==> src/inc/ifs_cfg.svh <==
// constants of the instruction fetch sequencer
// assumes inclusion by the core file only
`ifndef IFS_CFG_SVH
`define IFS_CFG_SVH

`define IFS_PC_W          10
`define IFS_LOW_W         8
`define IFS_INSTR_W       14
`define IFS_STACK_DEPTH   4
`define IFS_RESET_VEC     10'h000
`define IFS_EXT_VEC       10'h004
`define IFS_TMR_VEC       10'h008
`define IFS_PC_STEP       10'h001
`define IFS_NOP_WORD      14'h0000
`define IFS_PTRLO_IDX     8'h06
`define IFS_STAT_IDX      8'h20
`define IFS_IDX_TO_BYTE   4
`define IFS_ADDR_W        8
`define IFS_DATA_W        32
`define IFS_CLK_MHZ       20

`endif

==> src/inc/ifs_pkg.sv <==
// types shared by the instruction fetch sequencer
// assumes ifs_cfg.svh is on the include path
package ifs_pkg;
  // four non-overlapping phases of one instruction cycle
  typedef enum logic [1:0] {IFS_PH1, IFS_PH2, IFS_PH3, IFS_PH4} ifs_phase_t;
  // source of the next counter value at a cycle boundary
  typedef enum logic [2:0] {
    IFS_SEL_SEQ, IFS_SEL_LOW, IFS_SEL_POP, IFS_SEL_CALL,
    IFS_SEL_JUMP, IFS_SEL_SKIP, IFS_SEL_IRQ
  } ifs_sel_t;
endpackage

==> src/core/ifs_core.sv <==
// instruction fetch sequencer: phases, fetch pipeline, counter, return stack
// assumes rom, datapath and bus master all run on clk_i
`timescale 1ns/10ps
`include "ifs_cfg.svh"

module ifs_core
  import ifs_pkg::*;
#(
  parameter int PC_W        = `IFS_PC_W,
  parameter int INSTR_W     = `IFS_INSTR_W,
  parameter int STACK_DEPTH = `IFS_STACK_DEPTH
) (
  input  wire logic                   clk_i,
  input  wire logic                   rst_n_i,
  // program rom
  output logic [PC_W-1:0]             rom_addr_o,
  input  wire logic [INSTR_W-1:0]     rom_data_i,
  // decode / execute datapath
  output logic [INSTR_W-1:0]          instr_o,
  output logic                        instr_valid_o,
  output logic                        dummy_o,
  output logic [1:0]                  phase_o,
  input  wire logic                   jump_i,
  input  wire logic                   call_i,
  input  wire logic                   sub_return_i,
  input  wire logic                   int_return_i,
  input  wire logic                   skip_i,
  input  wire logic [PC_W-1:0]        target_i,
  input  wire logic                   int_en_i,
  input  wire logic                   ext_int_req_i,
  input  wire logic                   tmr_int_req_i,
  output logic                        ext_int_ack_o,
  output logic                        tmr_int_ack_o,
  // avalon-mm slave
  input  wire logic [`IFS_ADDR_W-1:0] avs_address_i,
  input  wire logic                   avs_read_i,
  input  wire logic                   avs_write_i,
  input  wire logic [`IFS_DATA_W-1:0] avs_writedata_i,
  input  wire logic [3:0]             avs_byteenable_i,
  output logic [`IFS_DATA_W-1:0]      avs_readdata_o,
  output logic                        avs_waitrequest_o
);

  // ****************************************
  // elaboration checks
  // ****************************************
  localparam int LOW_W = `IFS_LOW_W;
  localparam int SP_W  = $clog2(STACK_DEPTH);
  initial begin
    if (PC_W <= LOW_W || PC_W < 4) $error("ifs_core: PC_W must exceed the low byte");
    if (STACK_DEPTH < 2 || (1 << SP_W) != STACK_DEPTH) $error("ifs_core: bad STACK_DEPTH");
  end

  // ****************************************
  // state
  // ****************************************
  ifs_phase_t                phase_reg, phase_next;
  logic [PC_W-1:0]           pc_reg, pc_next;
  logic [INSTR_W-1:0]        ir_reg, ir_next;
  logic                      dummy_reg, dummy_next;
  logic                      valid_reg;
  logic                      ext_ack_reg, tmr_ack_reg;
  logic [PC_W-1:0]           stack_reg [STACK_DEPTH];
  logic [SP_W-1:0]           sp_reg;
  logic [SP_W:0]             depth_reg;
  logic                      low_pend_reg;
  logic [LOW_W-1:0]          low_data_reg;
  logic                      wait_reg;
  logic [`IFS_DATA_W-1:0]    rdata_reg;
  ifs_sel_t                  sel;

  // ****************************************
  // decode
  // ****************************************
  localparam logic [SP_W:0] FULL_DEPTH = (SP_W+1)'(STACK_DEPTH);
  wire             boundary   = (phase_reg == IFS_PH4);
  wire             live       = !dummy_reg;
  wire             stack_full = (depth_reg == FULL_DEPTH);
  wire             irq_any    = ext_int_req_i | tmr_int_req_i;
  wire             irq_ok     = live & int_en_i & irq_any & !stack_full;
  wire [SP_W-1:0]  sp_top     = sp_reg - SP_W'(1);
  wire [PC_W-1:0]  pop_addr   = stack_reg[sp_top];
  wire [PC_W-1:0]  irq_vec    = ext_int_req_i ? PC_W'(`IFS_EXT_VEC) : PC_W'(`IFS_TMR_VEC);
  wire [PC_W-1:0]  short_tgt  = {pc_reg[PC_W-1:LOW_W], low_data_reg};
  wire             push       = boundary & (sel == IFS_SEL_CALL || sel == IFS_SEL_IRQ);
  wire             pop        = boundary & (sel == IFS_SEL_POP);
  wire             req        = avs_read_i | avs_write_i;
  wire             done       = req & !wait_reg;
  wire             hit_low    = (avs_address_i == `IFS_ADDR_W'(`IFS_PTRLO_IDX * `IFS_IDX_TO_BYTE));
  wire             hit_stat   = (avs_address_i == `IFS_ADDR_W'(`IFS_STAT_IDX * `IFS_IDX_TO_BYTE));
  wire             low_wr     = done & avs_write_i & hit_low & avs_byteenable_i[0];
  wire [`IFS_DATA_W-1:0] rd_val =
    hit_low  ? `IFS_DATA_W'(pc_reg[LOW_W-1:0]) :
    hit_stat ? `IFS_DATA_W'({depth_reg, dummy_reg, phase_reg}) :
               `IFS_DATA_W'(0);

  assign sel = !boundary                  ? IFS_SEL_SEQ  :
               low_pend_reg               ? IFS_SEL_LOW  :
               live & (sub_return_i | int_return_i) ? IFS_SEL_POP :
               live & call_i              ? IFS_SEL_CALL :
               live & jump_i              ? IFS_SEL_JUMP :
               live & skip_i              ? IFS_SEL_SKIP :
               irq_ok                     ? IFS_SEL_IRQ  : IFS_SEL_SEQ;

  // ****************************************
  // next cycle
  // ****************************************
  always_comb begin
    phase_next = phase_reg;
    case (phase_reg)
      IFS_PH1: phase_next = IFS_PH2;
      IFS_PH2: phase_next = IFS_PH3;
      IFS_PH3: phase_next = IFS_PH4;
      IFS_PH4: phase_next = IFS_PH1;
      default: phase_next = IFS_PH1;
    endcase
  end

  always_comb begin
    pc_next    = pc_reg;
    ir_next    = ir_reg;
    dummy_next = dummy_reg;
    if (boundary) begin
      ir_next    = INSTR_W'(`IFS_NOP_WORD);
      dummy_next = 1'b1;
      case (sel)
        IFS_SEL_LOW:  pc_next = short_tgt;
        IFS_SEL_POP:  pc_next = pop_addr;
        IFS_SEL_CALL: pc_next = target_i;
        IFS_SEL_JUMP: pc_next = target_i;
        IFS_SEL_SKIP: pc_next = pc_reg + PC_W'(`IFS_PC_STEP);
        IFS_SEL_IRQ:  pc_next = irq_vec;
        default: begin
          ir_next    = rom_data_i;
          dummy_next = 1'b0;
          pc_next    = pc_reg + PC_W'(`IFS_PC_STEP);
        end
      endcase
    end
  end

  // ****************************************
  // sequencer registers
  // ****************************************
  always_ff @(posedge clk_i or negedge rst_n_i) begin
    if (!rst_n_i) begin
      phase_reg   <= IFS_PH1;
      pc_reg      <= PC_W'(`IFS_RESET_VEC);
      ir_reg      <= INSTR_W'(`IFS_NOP_WORD);
      dummy_reg   <= 1'b1;
      valid_reg   <= 1'b0;
      ext_ack_reg <= 1'b0;
      tmr_ack_reg <= 1'b0;
    end else begin
      phase_reg   <= phase_next;
      pc_reg      <= pc_next;
      ir_reg      <= ir_next;
      dummy_reg   <= dummy_next;
      valid_reg   <= boundary ? !dummy_next : valid_reg;
      ext_ack_reg <= (sel == IFS_SEL_IRQ) & ext_int_req_i;
      tmr_ack_reg <= (sel == IFS_SEL_IRQ) & !ext_int_req_i;
    end
  end

  // ****************************************
  // return stack
  // ****************************************
  for (genvar e = 0; e < STACK_DEPTH; e++) begin : g_stack
    always_ff @(posedge clk_i or negedge rst_n_i) begin
      if (!rst_n_i) begin
        stack_reg[e] <= PC_W'(`IFS_RESET_VEC);
      end else if (push && sp_reg == SP_W'(e)) begin
        stack_reg[e] <= pc_reg;
      end
    end
  end

  always_ff @(posedge clk_i or negedge rst_n_i) begin
    if (!rst_n_i) begin
      sp_reg    <= '0;
      depth_reg <= '0;
    end else if (push) begin
      sp_reg    <= sp_reg + SP_W'(1);
      depth_reg <= stack_full ? depth_reg : depth_reg + (SP_W+1)'(1);
    end else if (pop) begin
      sp_reg    <= sp_top;
      depth_reg <= (depth_reg == '0) ? depth_reg : depth_reg - (SP_W+1)'(1);
    end
  end

  // ****************************************
  // avalon slave
  // ****************************************
  always_ff @(posedge clk_i or negedge rst_n_i) begin
    if (!rst_n_i) begin
      wait_reg     <= 1'b1;
      rdata_reg    <= '0;
      low_pend_reg <= 1'b0;
      low_data_reg <= '0;
    end else begin
      wait_reg     <= !(req & wait_reg);
      rdata_reg    <= (req & wait_reg) ? rd_val : rdata_reg;
      low_pend_reg <= low_wr | (low_pend_reg & !(sel == IFS_SEL_LOW));
      low_data_reg <= low_wr ? avs_writedata_i[LOW_W-1:0] : low_data_reg;
    end
  end

  assign rom_addr_o        = pc_reg;
  assign instr_o           = ir_reg;
  assign instr_valid_o     = valid_reg;
  assign dummy_o           = dummy_reg;
  assign phase_o           = phase_reg;
  assign ext_int_ack_o     = ext_ack_reg;
  assign tmr_int_ack_o     = tmr_ack_reg;
  assign avs_readdata_o    = rdata_reg;
  assign avs_waitrequest_o = wait_reg;

  // ****************************************
  // assertions
  // ****************************************
  property p_phase_cycle;
    @(posedge clk_i) disable iff (!rst_n_i)
      phase_reg == IFS_PH1 |=> phase_reg == IFS_PH2 ##1 phase_reg == IFS_PH3
        ##1 phase_reg == IFS_PH4 ##1 phase_reg == IFS_PH1;
  endproperty
  a_phase_cycle: assert property (p_phase_cycle) else $error("phase order broken");

  property p_pc_hold;
    @(posedge clk_i) disable iff (!rst_n_i)
      !boundary |=> $stable(pc_reg) && $stable(ir_reg);
  endproperty
  a_pc_hold: assert property (p_pc_hold) else $error("counter moved mid cycle");

  property p_seq_fetch;
    @(posedge clk_i) disable iff (!rst_n_i)
      boundary && sel == IFS_SEL_SEQ |=>
        pc_reg == $past(pc_reg) + PC_W'(1) && ir_reg == $past(rom_data_i) && !dummy_reg;
  endproperty
  a_seq_fetch: assert property (p_seq_fetch) else $error("sequential fetch wrong");

  property p_xfer_dummy;
    @(posedge clk_i) disable iff (!rst_n_i)
      boundary && sel != IFS_SEL_SEQ |=> dummy_reg && ir_reg == INSTR_W'(`IFS_NOP_WORD)
        ##4 (!dummy_reg || $past(sel == IFS_SEL_LOW));
  endproperty
  a_xfer_dummy: assert property (p_xfer_dummy) else $error("dummy cycle missing");

  property p_skip;
    @(posedge clk_i) disable iff (!rst_n_i)
      boundary && sel == IFS_SEL_SKIP |=> pc_reg == $past(pc_reg) + PC_W'(1) && dummy_reg;
  endproperty
  a_skip: assert property (p_skip) else $error("skip not handled");

  property p_short_jump;
    @(posedge clk_i) disable iff (!rst_n_i)
      boundary && low_pend_reg |=>
        pc_reg == {$past(pc_reg[PC_W-1:LOW_W]), $past(low_data_reg)};
  endproperty
  a_short_jump: assert property (p_short_jump) else $error("short jump left page");

  property p_irq_vec;
    @(posedge clk_i) disable iff (!rst_n_i)
      boundary && sel == IFS_SEL_IRQ |=>
        pc_reg == ($past(ext_int_req_i) ? PC_W'(`IFS_EXT_VEC) : PC_W'(`IFS_TMR_VEC))
        && (ext_ack_reg ^ tmr_ack_reg);
  endproperty
  a_irq_vec: assert property (p_irq_vec) else $error("bad interrupt vector");

  property p_full_hold;
    @(posedge clk_i) disable iff (!rst_n_i)
      stack_full |-> sel != IFS_SEL_IRQ;
  endproperty
  a_full_hold: assert property (p_full_hold) else $error("irq taken on full stack");

  property p_call_ret;
    @(posedge clk_i) disable iff (!rst_n_i)
      boundary && sel == IFS_SEL_POP |=> pc_reg == $past(pop_addr) && sp_reg == $past(sp_top);
  endproperty
  a_call_ret: assert property (p_call_ret) else $error("return address wrong");

  property p_bus_answer;
    @(posedge clk_i) disable iff (!rst_n_i)
      req && wait_reg |=> !wait_reg ##1 wait_reg;
  endproperty
  a_bus_answer: assert property (p_bus_answer) else $error("bus answer late");

  c_call:  cover property (@(posedge clk_i) disable iff (!rst_n_i) push && sel == IFS_SEL_CALL);
  c_irq:   cover property (@(posedge clk_i) disable iff (!rst_n_i) ext_ack_reg);
  c_skip:  cover property (@(posedge clk_i) disable iff (!rst_n_i) sel == IFS_SEL_SKIP);
  c_low:   cover property (@(posedge clk_i) disable iff (!rst_n_i) sel == IFS_SEL_LOW);
  c_full:  cover property (@(posedge clk_i) disable iff (!rst_n_i) stack_full && irq_any);

endmodule // ifs_core

==> config.mk <==
export PLATFORM = sky130hd
export DESIGN_NAME = ifs_core
export DESIGN_NICKNAME = d
export VERILOG_FILES = /design/src/inc/ifs_pkg.sv /design/src/core/ifs_core.sv
export VERILOG_INCLUDE_DIRS = /design/src /design/src/inc
export SDC_FILE = /design/constraint.sdc
export NUM_CORES = 1
export LEC_CHECK = 0
export BUFFER_PORTS_ARGS = -buffer_cell sky130_fd_sc_hd__clkbuf_2
export CAP_MARGIN = 20
export CORE_ASPECT_RATIO = 1.75
export CORE_MARGIN = 10
export CORE_UTILIZATION = 47
export CTS_CLUSTER_SIZE = 10
export DETAILED_ROUTE_END_ITERATION = 8
export GPL_TIMING_DRIVEN = 0
export HOLD_SLACK_MARGIN = 0.06
export PLACE_DENSITY = 0.87
export SLEW_MARGIN = 5
export SYNTH_ARGS = -nofsm -noshare
export SYNTH_HDL_FRONTEND = slang
export SYNTH_SLANG_ARGS = --single-unit
export TNS_END_PERCENT = 30
==> constraint.sdc <==
create_clock -name clk_i -period 2.5 [get_ports clk_i]
set_input_delay 0.125 -clock clk_i [delete_from_list [all_inputs] [get_ports clk_i]]
set_output_delay 0.125 -clock clk_i [all_outputs]
set_load 0.01 [all_outputs]
; ---- After elaboration in Yosys (flattened, before gate mapping)
; Cells that the tools add are included.
[word_totals]
out_inout_bits = 63
reg_bits = 117
in_bits = 80
[op_classes]
n_lt_le_gt_ge = 1
mux = 24
n_eq_ne = 17
add_sub_neg = 5
n_bitwise = 23
n_reduce_logical = 20
[op_table]
columns = op, count
row1 = 10-bit case mux with 4 select lines, 1
row2 = 3-bit 2-to-1 mux, 11
row3 = 10-bit binary-select mux with 2-bit select, 1
row4 = 10-bit 2-to-1 mux, 2
row5 = 1-bit AND, 17
row6 = 14-bit 2-to-1 mux, 1
row7 = 3-bit equality test (second input constant), 4
row8 = 10-bit by 1-bit adder with 10-bit output (second input constant), 1
row9 = 2-bit equality test (second input constant), 4
row10 = 8-bit by 5-bit equality test with 1-bit output (second input constant), 1
row11 = 8-bit equality test (second input constant), 1
row12 = 8-bit 2-to-1 mux, 1
row13 = 2-bit case mux with 4 select lines, 1
row14 = 1-bit zero test, 7
row15 = 3-bit by 2-bit equality test with 1-bit output (second input constant), 2
row16 = 6-bit 2-to-1 mux, 1
row17 = 6-bit OR reduction, 1
row18 = 2-bit by 1-bit equality test with 1-bit output (second input constant), 2
row19 = 1-bit logical AND, 4
row20 = 2-bit zero test, 2
row21 = 2-bit 2-to-1 mux, 2
row22 = 4-bit 2-to-1 mux, 1
row23 = 2-bit != test (second input constant), 2
row24 = 1-bit bitwise OR, 4
row25 = 15 further kinds, 16

; ---- Logic depth before layout (Yosys ltp)
; Gate-level depths: netlist of the first run.
[depth]
depth_word = 16
mapped_depth = 10
depth_no_buf = 9

; ---- Worst setup path after synthesis of the first run
; OpenSTA, ideal clock, no wires.
[synth_path]
path_type = register to register
startpoint = register sp_reg[0]
endpoint = register pc_reg[2], in the netlist rom_addr_o[2]
path_stages_with_launch = 10
synth_period_minus_slack_ns = 2.589
t_arrival_ns = 2.441
path_slack_ns = -0.089
t_required_ns = 2.352
path_cell_list = dfrtp_1 > buf_2 > inv_1 > ha_1 > clkbuf_1 > mux4_2 > a221oi_1 > a21oi_1 > a211oi_1 > o311ai_0
[synth_via]
elab_chain_len = 6
[synth_lines]
columns = element, line_no
row1 = "start, declared", ifs_core.sv:64  ; logic [SP_W-1:0] sp_reg;
row2 = "start signal, assigned", ifs_core.sv:183  ; sp_reg <= sp_reg + SP_W'(1);
row3 = "start signal, assigned", ifs_core.sv:186  ; sp_reg <= sp_top;
row4 = 2-bit by 1-bit subtractor with 2-bit output, ifs_core.sv:81  ; wire [SP_W-1:0] sp_top = sp_reg - SP_W'(1);
row5 = 2-bit inverter with 3-bit output (implied by the code), ifs_core.sv:82  ; wire [PC_W-1:0] pop_addr = stack_reg[sp_top];
row6 = 10-bit binary-select mux with 2-bit select, ifs_core.sv:82
row7 = 10-bit 2-to-1 mux (implied by the code) (2 in a row), ifs_core.sv:82
row8 = 10-bit case mux with 4 select lines, ifs_core.sv:126  ; case (sel)
row9 = "end signal, assigned", ifs_core.sv:148  ; pc_reg <= PC_W'(`IFS_RESET_VEC);
row10 = "end signal, assigned", ifs_core.sv:156  ; pc_reg <= pc_next;
row11 = "end, declared", ifs_core.sv:58  ; logic [PC_W-1:0] pc_reg, pc_next;
; No other way between the ends. The select of a mux whose other input is x is not followed.
; A chain may end at the register's enable or synchronous reset.

; ---- Worst setup path in the final report of the first run
[layout_path]
startpoint = register depth_reg[2]
endpoint = register stack_reg[10] (netlist name)
[layout_via]
elab_chain_len = 14
word_cells_on_any_way = 15
[layout_lines]
columns = element, line_no
row1 = "start, declared", ifs_core.sv:65  ; logic [SP_W:0] depth_reg;
row2 = "start signal, assigned", ifs_core.sv:184  ; depth_reg <= stack_full ? depth_reg : depth_reg + (SP_W+1)'(1);
row3 = "start signal, assigned", ifs_core.sv:187  ; depth_reg <= (depth_reg == '0) ? depth_reg : depth_reg - (SP_W+1)'(1);
row4 = 3-bit equality test *, ifs_core.sv:78  ; wire stack_full = (depth_reg == FULL_DEPTH);
row5 = 1-bit zero test *, ifs_core.sv:80  ; wire irq_ok = live & int_en_i & irq_any & !stack_full;
row6 = 1-bit AND *, ifs_core.sv:80
row7 = 3-bit 2-to-1 mux *, ifs_core.sv:103  ; irq_ok ? IFS_SEL_IRQ : IFS_SEL_SEQ;
row8 = 3-bit 2-to-1 mux *, ifs_core.sv:102  ; live & skip_i ? IFS_SEL_SKIP :
row9 = 3-bit 2-to-1 mux *, ifs_core.sv:101  ; live & jump_i ? IFS_SEL_JUMP :
row10 = 3-bit 2-to-1 mux *, ifs_core.sv:100  ; live & call_i ? IFS_SEL_CALL :
row11 = 3-bit 2-to-1 mux *, ifs_core.sv:99  ; live & (sub_return_i | int_return_i) ? IFS_SEL_POP :
row12 = 3-bit 2-to-1 mux *, ifs_core.sv:98  ; low_pend_reg ? IFS_SEL_LOW :
row13 = 3-bit 2-to-1 mux *, ifs_core.sv:97  ; assign sel = !boundary ? IFS_SEL_SEQ :
row14 = 3-bit by 2-bit equality test with 1-bit output or 3-bit equality test (tied branches), ifs_core.sv:85  ; wire push = boundary & (sel == IFS_SEL_CALL || sel == IFS_SEL_IRQ);
row15 = 1-bit logical OR *, ifs_core.sv:85
row16 = 1-bit AND *, ifs_core.sv:85
row17 = 1-bit logical AND *, ifs_core.sv:172  ; end else if (push && sp_reg == SP_W'(e)) begin
row18 = "end signal, assigned by index", ifs_core.sv:171  ; stack_reg[e] <= PC_W'(`IFS_RESET_VEC);
row19 = "end signal, assigned by index", ifs_core.sv:173  ; stack_reg[e] <= pc_reg;
row20 = "end, declared", ifs_core.sv:63  ; logic [PC_W-1:0] stack_reg [STACK_DEPTH];
; Mark *: on every way between the ends. The rest lies on a longest branch, timed or not.

==> results of run 1 <==
-- routing by layer --
layer  track usage  part of all wire  vias up
li1              -                 -     1841
met1         0.192              0.34     2003
met5             0                 0        -
met3        0.0568             0.081       71
met4         0.123             0.059        0
met2         0.340              0.52      242
-- worst max-delay path: cells and delay by family (launching register included) --
kind,cells,cell delay (ns)
mux,1,0.44
flops,1,0.37
buf+inv,1,0.17
compound gates,1,0.33
simple gates,4,1.10
-- cells by family (layout without fill, tap and decap cells) --
kind of cell	count (synthesis)	count (layout)
simple gates	103	103
compound gates	94	94
flops	93	93
mux	67	67
buf+inv	57	195
fa+ha+maj	9	9
xor+xnor	4	4
other cells	1	25
-- cell usage after synthesis, drive strengths merged, types with 4 or more instances --
cell type / count / share of area
a211oi: 5 / 0.0076
a21oi: 12 / 0.015
a221oi: 6 / 0.011
a22o: 15 / 0.027
a22oi: 7 / 0.011
and3: 4 / 0.0051
buf: 32 / 0.047
clkbuf: 16 / 0.012
dfrtp: 91 / 0.46
ha: 8 / 0.020
inv: 8 / 0.0061
mux2: 49 / 0.11
mux2i: 8 / 0.016
mux4: 10 / 0.046
nand2: 30 / 0.023
nand3: 6 / 0.0061
nor2: 25 / 0.019
nor3: 8 / 0.0092
nor3b: 4 / 0.0071
o21ai: 18 / 0.018
or2: 4 / 0.0051
xnor2: 4 / 0.0071
-- cells in the final DEF, fill, tap and decap left out, drive strengths merged, types with 7 or more instances in the layout --
cell,Yosys,routed
dfrtp,91,91
mux2i,8,8
nand2,30,30
a22o,15,15
nor3,8,8
a21oi,12,12
dlygate4sd3,0,25
conb,1,24
o21ai,18,18
ha,8,8
nor2,25,25
mux4,10,10
mux2,49,49
buf,32,38
clkbuf,16,119
inv,8,8
a22oi,7,7
-- area by class of cell --
class	count	share of cell area
multi-input cells	301	0.377
flip-flops and latches	93	0.366
repair buffers	122	0.122
plain buffers	48	0.0500
clock buffers	12	0.0387
well taps	127	0.0250
clock inverters	4	0.0149
inverters	9	0.00590
diodes	1	0.000393
-- per-stage QoR --
stage,cells,worst slack [ns],setup TNS (ns)
2_1_floorplan,451,0.0756,0
3_3_place_gp,669,-0.410,-1.90
3_5_place_dp,670,-0.442,-1.93
4_1_cts,712,0.00826,0
5_1_grt,717,-0.166,-2.57
6_report,717,-0.0315,-0.0684
-- path summary, 6_finish.rpt --
check                                   from                end  slack, ns  cells past startpoint
setup reg to reg                depth_reg[2]      stack_reg[10]      -0.03                      7
min in group asynchronous            rst_n_i        instr_o[10]       0.37                      2
hold reg to reg            avs_readdata_o[1]  avs_readdata_o[1]       0.48                      2
max in group asynchronous            rst_n_i          sp_reg[0]       1.45                      3
hold / removal                   target_i[2]      rom_addr_o[2]       0.06                      3
setup / recovery                depth_reg[2]      stack_reg[10]      -0.03                      7
-- report_power, final --
| group | total [uW] | leakage, uW | switching (uW) | internal (uW) |
|---|---|---|---|---|
| combinational | 1330 | 0.00172 | 683 | 646 |
| sequential | 1930 | 0.00125 | 187 | 1740 |
| clock | 1560 | 0.000167 | 556 | 1000 |
| total | 4810 | 0.00314 | 1430 | 3390 |
-- timing repair --
item,4_1_cts,5_1_grt
buffers inserted,1,4
gates resized for setup,15,8
pin swaps,3,2
hold buffers,25,0
endpoints found under the setup margin,10,61
endpoints found under the hold margin,60,0
==> metrics.txt, run 1 <==
num ports 143; slack of the critical path -0.0315 ns; gp weighted congestion 0.952; max-capacitance violation count 0; Worst Skew 0.00742 ns; asr flop ratio synth 1.00; CTS sink count 93; CP most frequent cell nand2_1; Tcrit/Tclk final 1.01; initial antenna violation count 1; violations in the final reports setup timing; unrepaired setup endpoints after global routing yes; PortBufs 91; Synth Instances 428; clock latency on the worst-skew pair roughly 0.35 ns; Synth Flop Type dfrtp_1; Worst EP required around 2.7 ns; Filler cells about 780; ANT nets after route 0; Vias/cell a little under 6; post-synthesis sequential area ratio 0.474; mux contribution to synthesized area 0.174; clock root buffer clkbuf_16; largest family of logic cells by synthesized area multiplexers; Tmin final approximately 2.5 ns; Simple-Gate Fraction of Synth Area 0.109; total detailed-routing wirelength 15000 um; Synth Cell Area roughly 0.005 mm2; average cell area after synthesis 11.5 um2; Critical Path Fanout Max 10; post-synthesis adder-cell area fraction 0.0244; max FFs per register 40; flops & latches, synth 93; worst vdd ir 0.575 mV; DR iter-0 viols 359; slowest cell on the critical path mux2_1; CP cell instances buf_4 -> nor3b_2 -> nor4_1 -> nand2_1 -> a21oi_4 -> nand2_1 -> mux2_1; Compound-Gate Fraction of Synth Area 0.144; Slew HR 0.556; CORE AREA approximately 0.010 mm2; post-DR wirelength/cell 20.9 um; Max Clk Rate 395 MHz; fraction of layout cells with a size suffix above 1 0.384; Worst Hold Class in -> reg; multi-input logic area roughly 0.0024 mm2; Critical Path AT 2.76 ns; CTS tree yes; Max clock buf depth 2; critical path class reg -> reg; Hold Slack 0.0591 ns; global-route usage over all layers 0.192; XOR/XNOR Fraction of Synth Area 0.00712; Lkg Pwr 0.00314 uW; H-Tree Level Count 3; routed vias 4157; Power Dens Cells 757 mW/mm2; vias in the first global route 4538; Die Ht 155 um; initial core utilization 0.480; synth unique cells 69; Residual DRC 0; Critical Path Max Stage Delay 0.44 ns; Critical Path Source Type register; Layout Utilization 0.621; status complete, but fails checks; Die ar. 0.0151 mm2; Die X roughly 100 um; yosys warns 0; FF/Latch Area 0.00233 mm2; drt pass-1 iters 6; final hold viol count 0; global-route wire length before repair 23500 um; synthesis-to-layout area growth 29.4%; row cnt 49; worst-margin pin slew 0.661 ns; placed cell areas 0.00565 mm2; largest net degree at the start of global routing 56; global route overflow 0; clock-pin slew on the worst setup and hold paths 0.06 ns; crit path capture type register; Total Nets Final 673; Slew Viols, Final 0; Final Total Pwr approximately 4800 uW; number of synthesized flops with an enable pin 0; final instance area ~0.0064 mm2; Final HPWL DP 10700 um; CTS buffer count 9; final-report setup violation count 4
Note: power is estimated with default switching activity, not from simulation.
==> run 2, diff against run 1 <==
--- a/config.mk
+++ b/config.mk
@@ -6,6 +6,7 @@
 export SDC_FILE = /design/constraint.sdc
 export NUM_CORES = 1
 export LEC_CHECK = 0
+export ABC_AREA = 1
 export BUFFER_PORTS_ARGS = -buffer_cell sky130_fd_sc_hd__clkbuf_2
 export CAP_MARGIN = 20
 export CORE_ASPECT_RATIO = 1.75
@@ -16,6 +17,7 @@
 export GPL_TIMING_DRIVEN = 0
 export HOLD_SLACK_MARGIN = 0.06
 export PLACE_DENSITY = 0.87
+export REMOVE_ABC_BUFFERS = 1
 export SLEW_MARGIN = 5
 export SYNTH_ARGS = -nofsm -noshare
 export SYNTH_HDL_FRONTEND = slang
==> run 2 against run 1 <==
Effect of this change: the run now ends clean; worst hold slack got worse by 0.0019 ns; critical endpoint is now rom_addr_o[7]; final cell count is 16% higher; design area down 5.9%.
==> metrics.txt, run 2 <==
Lkg Pwr between 0.003 and 0.004 uW; vias in the first global route 4522; initial core utilization 0.480; synth cell count leaders nand2_1, dfrtp_1, nor2_1, inv_1, o21ai_1; crit path capture type register; global route overflow 0; routed vias 4449; most frequent cells in the layout nand2_1, dfrtp_1, clkbuf_2; final-report setup violation count 0; total detailed-routing wirelength 14200 um; DR iter-0 viols 467; Die X 97.5 um; Synth area leaders dfrtp_1, nand2_1, buf_4; CP Buf/Inv Count 2; initial antenna violation count 0; FF-to-FF Start sp_reg[0]; Critical Path Max Stage Delay ~0.61 ns; PortBufs 91; Total Nets Final 788; Residual DRC 0; worst-margin pin slew 0.666 ns; status finished clean; Synth Flop Type dfrtp_1; post-synthesis adder-cell area fraction 0.0243; slowest cell on the critical path dfrtp_4; Synth Instances 589; Compound-Gate Fraction of Synth Area 0.134; Layout Cells excl Fill 830; number of synthesized flops with an enable pin 0; post-DR wirelength/cell 17.1 um; max-capacitance violation count 0; row cnt 49; H-Tree Level Count 3; CP startpoint sp_reg[0]; mux contribution to synthesized area 0; Synth Cell Area 0.00494 mm2; CTS buffer count 9; Slew HR 0.555; Synth top area share 0.461; Worst Skew 0.00921 ns; Worst EP required between 2 and 3 ns; Max clock buf depth 2; Die ar. ~0.015 mm2; Critical Path Fanout Max 26; final hold viol count 0; drt pass-1 iters 5; Die Ht ~160 um; most frequent cell after synthesis nand2_1; Worst Hold Class in -> reg; Layout Utilization 0.581; Critical Path AT 2.56 ns; reg-to-reg endpoint rom_addr_o[7]; ANT nets after route 0; CTS tree yes; Simple-Gate Fraction of Synth Area 0.257; Max Clk Rate 430 MHz; r2r setup slk 0.18 ns; average cell area after synthesis roughly 8.4 um2; FF-to-FF path depth 9; largest net degree at the start of global routing 64; post-synthesis sequential area ratio 0.471; Levels on crit path 9; gp weighted congestion 0.875; num ports 143; capture point of the critical path rom_addr_o[7]; max FFs per register 40; clock latency on the worst-skew pair 0.35 ns; largest family of logic cells by synthesized area simple AND/OR/NAND/NOR gates; synth unique cells 43; fraction of layout cells with a size suffix above 1 0.225; CP top delay family flip-flops; placed cells 787; clock root buffer clkbuf_16; synthesis-to-layout area growth 21.1%; CP cell instances clkinvlp_4 -> ha_2 -> clkinvlp_4 -> a21oi_1 -> nor3_1 -> nor2_1 -> nand3_1 -> nand2_1 -> nand2_1; CORE AREA roughly 0.010 mm2; critical path class reg -> reg; yosys warns 0; Vias/cell ~5.4; global-route wire length before repair 22800 um; global-route usage over all layers 0.184; asr flop ratio synth 1.00; unrepaired setup endpoints after global routing no; clock-pin slew on the worst setup and hold paths 0.06 ns; Slew Viols, Final 0; most common cell after layout, fill and taps aside nand2_1; Tcrit/Tclk final 0.929; XOR/XNOR Fraction of Synth Area 0.0124; Tmin final 2.32 ns; Power Dens Cells approximately 1000 mW/mm2; Critical Path Source Type register; CTS sink count 93; Final HPWL DP between 9000 and 10000 um; Yosys top cell by area dfrtp_1; worst vdd ir 0.650 mV; flops & latches, synth 93; n_diodes 0
## run 2: cell count changes after synthesis, moves of 9 or more
cell / previous run / this run
mux2_2: 47 / 0
nand3_1: 6 / 39
inv_1: 8 / 45
mux4_2: 10 / 0
nand2_2: 0 / 9
o21ai_1: 1 / 42
nand2_1: 30 / 136
nor2_1: 25 / 55
## run 2: what timing repair did
item,4_1_cts,5_1_grt
gates resized for setup,11,4
buffers inserted,0,3
cloned,1,1
pin swaps,0,1
endpoints found under the setup margin,70,51
hold buffers,23,0
endpoints found under the hold margin,50,0
## run 2: layer usage
metal | vias up | track usage | share of wire
met3 | 48 | 0.0537 | 0.075
met2 | 211 | 0.333 | 0.53
li1 | 2100 | - | -
met1 | 2090 | 0.181 | 0.34
met5 | - | 0 | 0
met4 | 0 | 0.109 | 0.048
## run 2: area by class of cell
type,instances,area (um2)
clock buffers,11,243
clock inverters,4,48.8
fillers,860,4310
inverters,52,214
multi-input cells,423,2240
flip-flops and latches,93,2330
well taps,127,159
repair buffers,118,738
repair inverters,2,12.5
## run 2: per-stage QoR
step	hold WS [ns]	cell area (um2)	setup slack (ns)	total power, uW	TNS (ns)
2_1_floorplan	-0.171	4740	0.158	3800	0
3_3_place_gp	0.341	5350	-0.604	4510	-23.40
3_5_place_dp	0.127	5380	-0.565	4600	-25.41
4_1_cts	0.0684	5940	0.0108	6040	0
5_1_grt	0.0707	5990	0.0162	6520	0
6_report	0.0573	5990	0.177	6160	0
## run 2: worst min path at each step
| stage | from | endpoint | slack [ns] | cells after the start |
|---|---|---|---|---|
| floorplan | rst_n_i | avs_readdata_o[0] | -0.17 | 0 |
| global placement | rom_data_i[10] | instr_o[10] | 0.34 | 2 |
| detailed placement | rst_n_i | depth_reg[2] | 0.13 | 1 |
| CTS | avs_writedata_i[5] | low_data_reg[5] | 0.07 | 3 |
| global route | avs_writedata_i[5] | low_data_reg[5] | 0.07 | 3 |
| finish | avs_writedata_i[5] | low_data_reg[5] | 0.06 | 3 |
## run 2: report_power, final
part / total, uW / leakage [uW] / internal (uW) / switching, uW
logic: 2310 / 0.00178 / 891 / 1420
registers: 2480 / 0.00119 / 2020 / 467
clock network: 1370 / 0.000145 / 796 / 572
total: 6160 / 0.00312 / 3700 / 2460
## run 2: kinds of logic after synthesis
group                    after synthesis
XOR/XNOR                               7
flip-flops                            93
adder cells (fa/ha/maj)                9
buffers and inverters                 96
AND/OR/NAND/NOR                      272
other                                  1
AO/OA/AOI/OAI                        111
## run 2: worst min-delay path, delay by kind of cell
family          cells  cell delay, ns
simple gates        1            0.05
compound gates      1            0.11
buf+inv             1            0.08
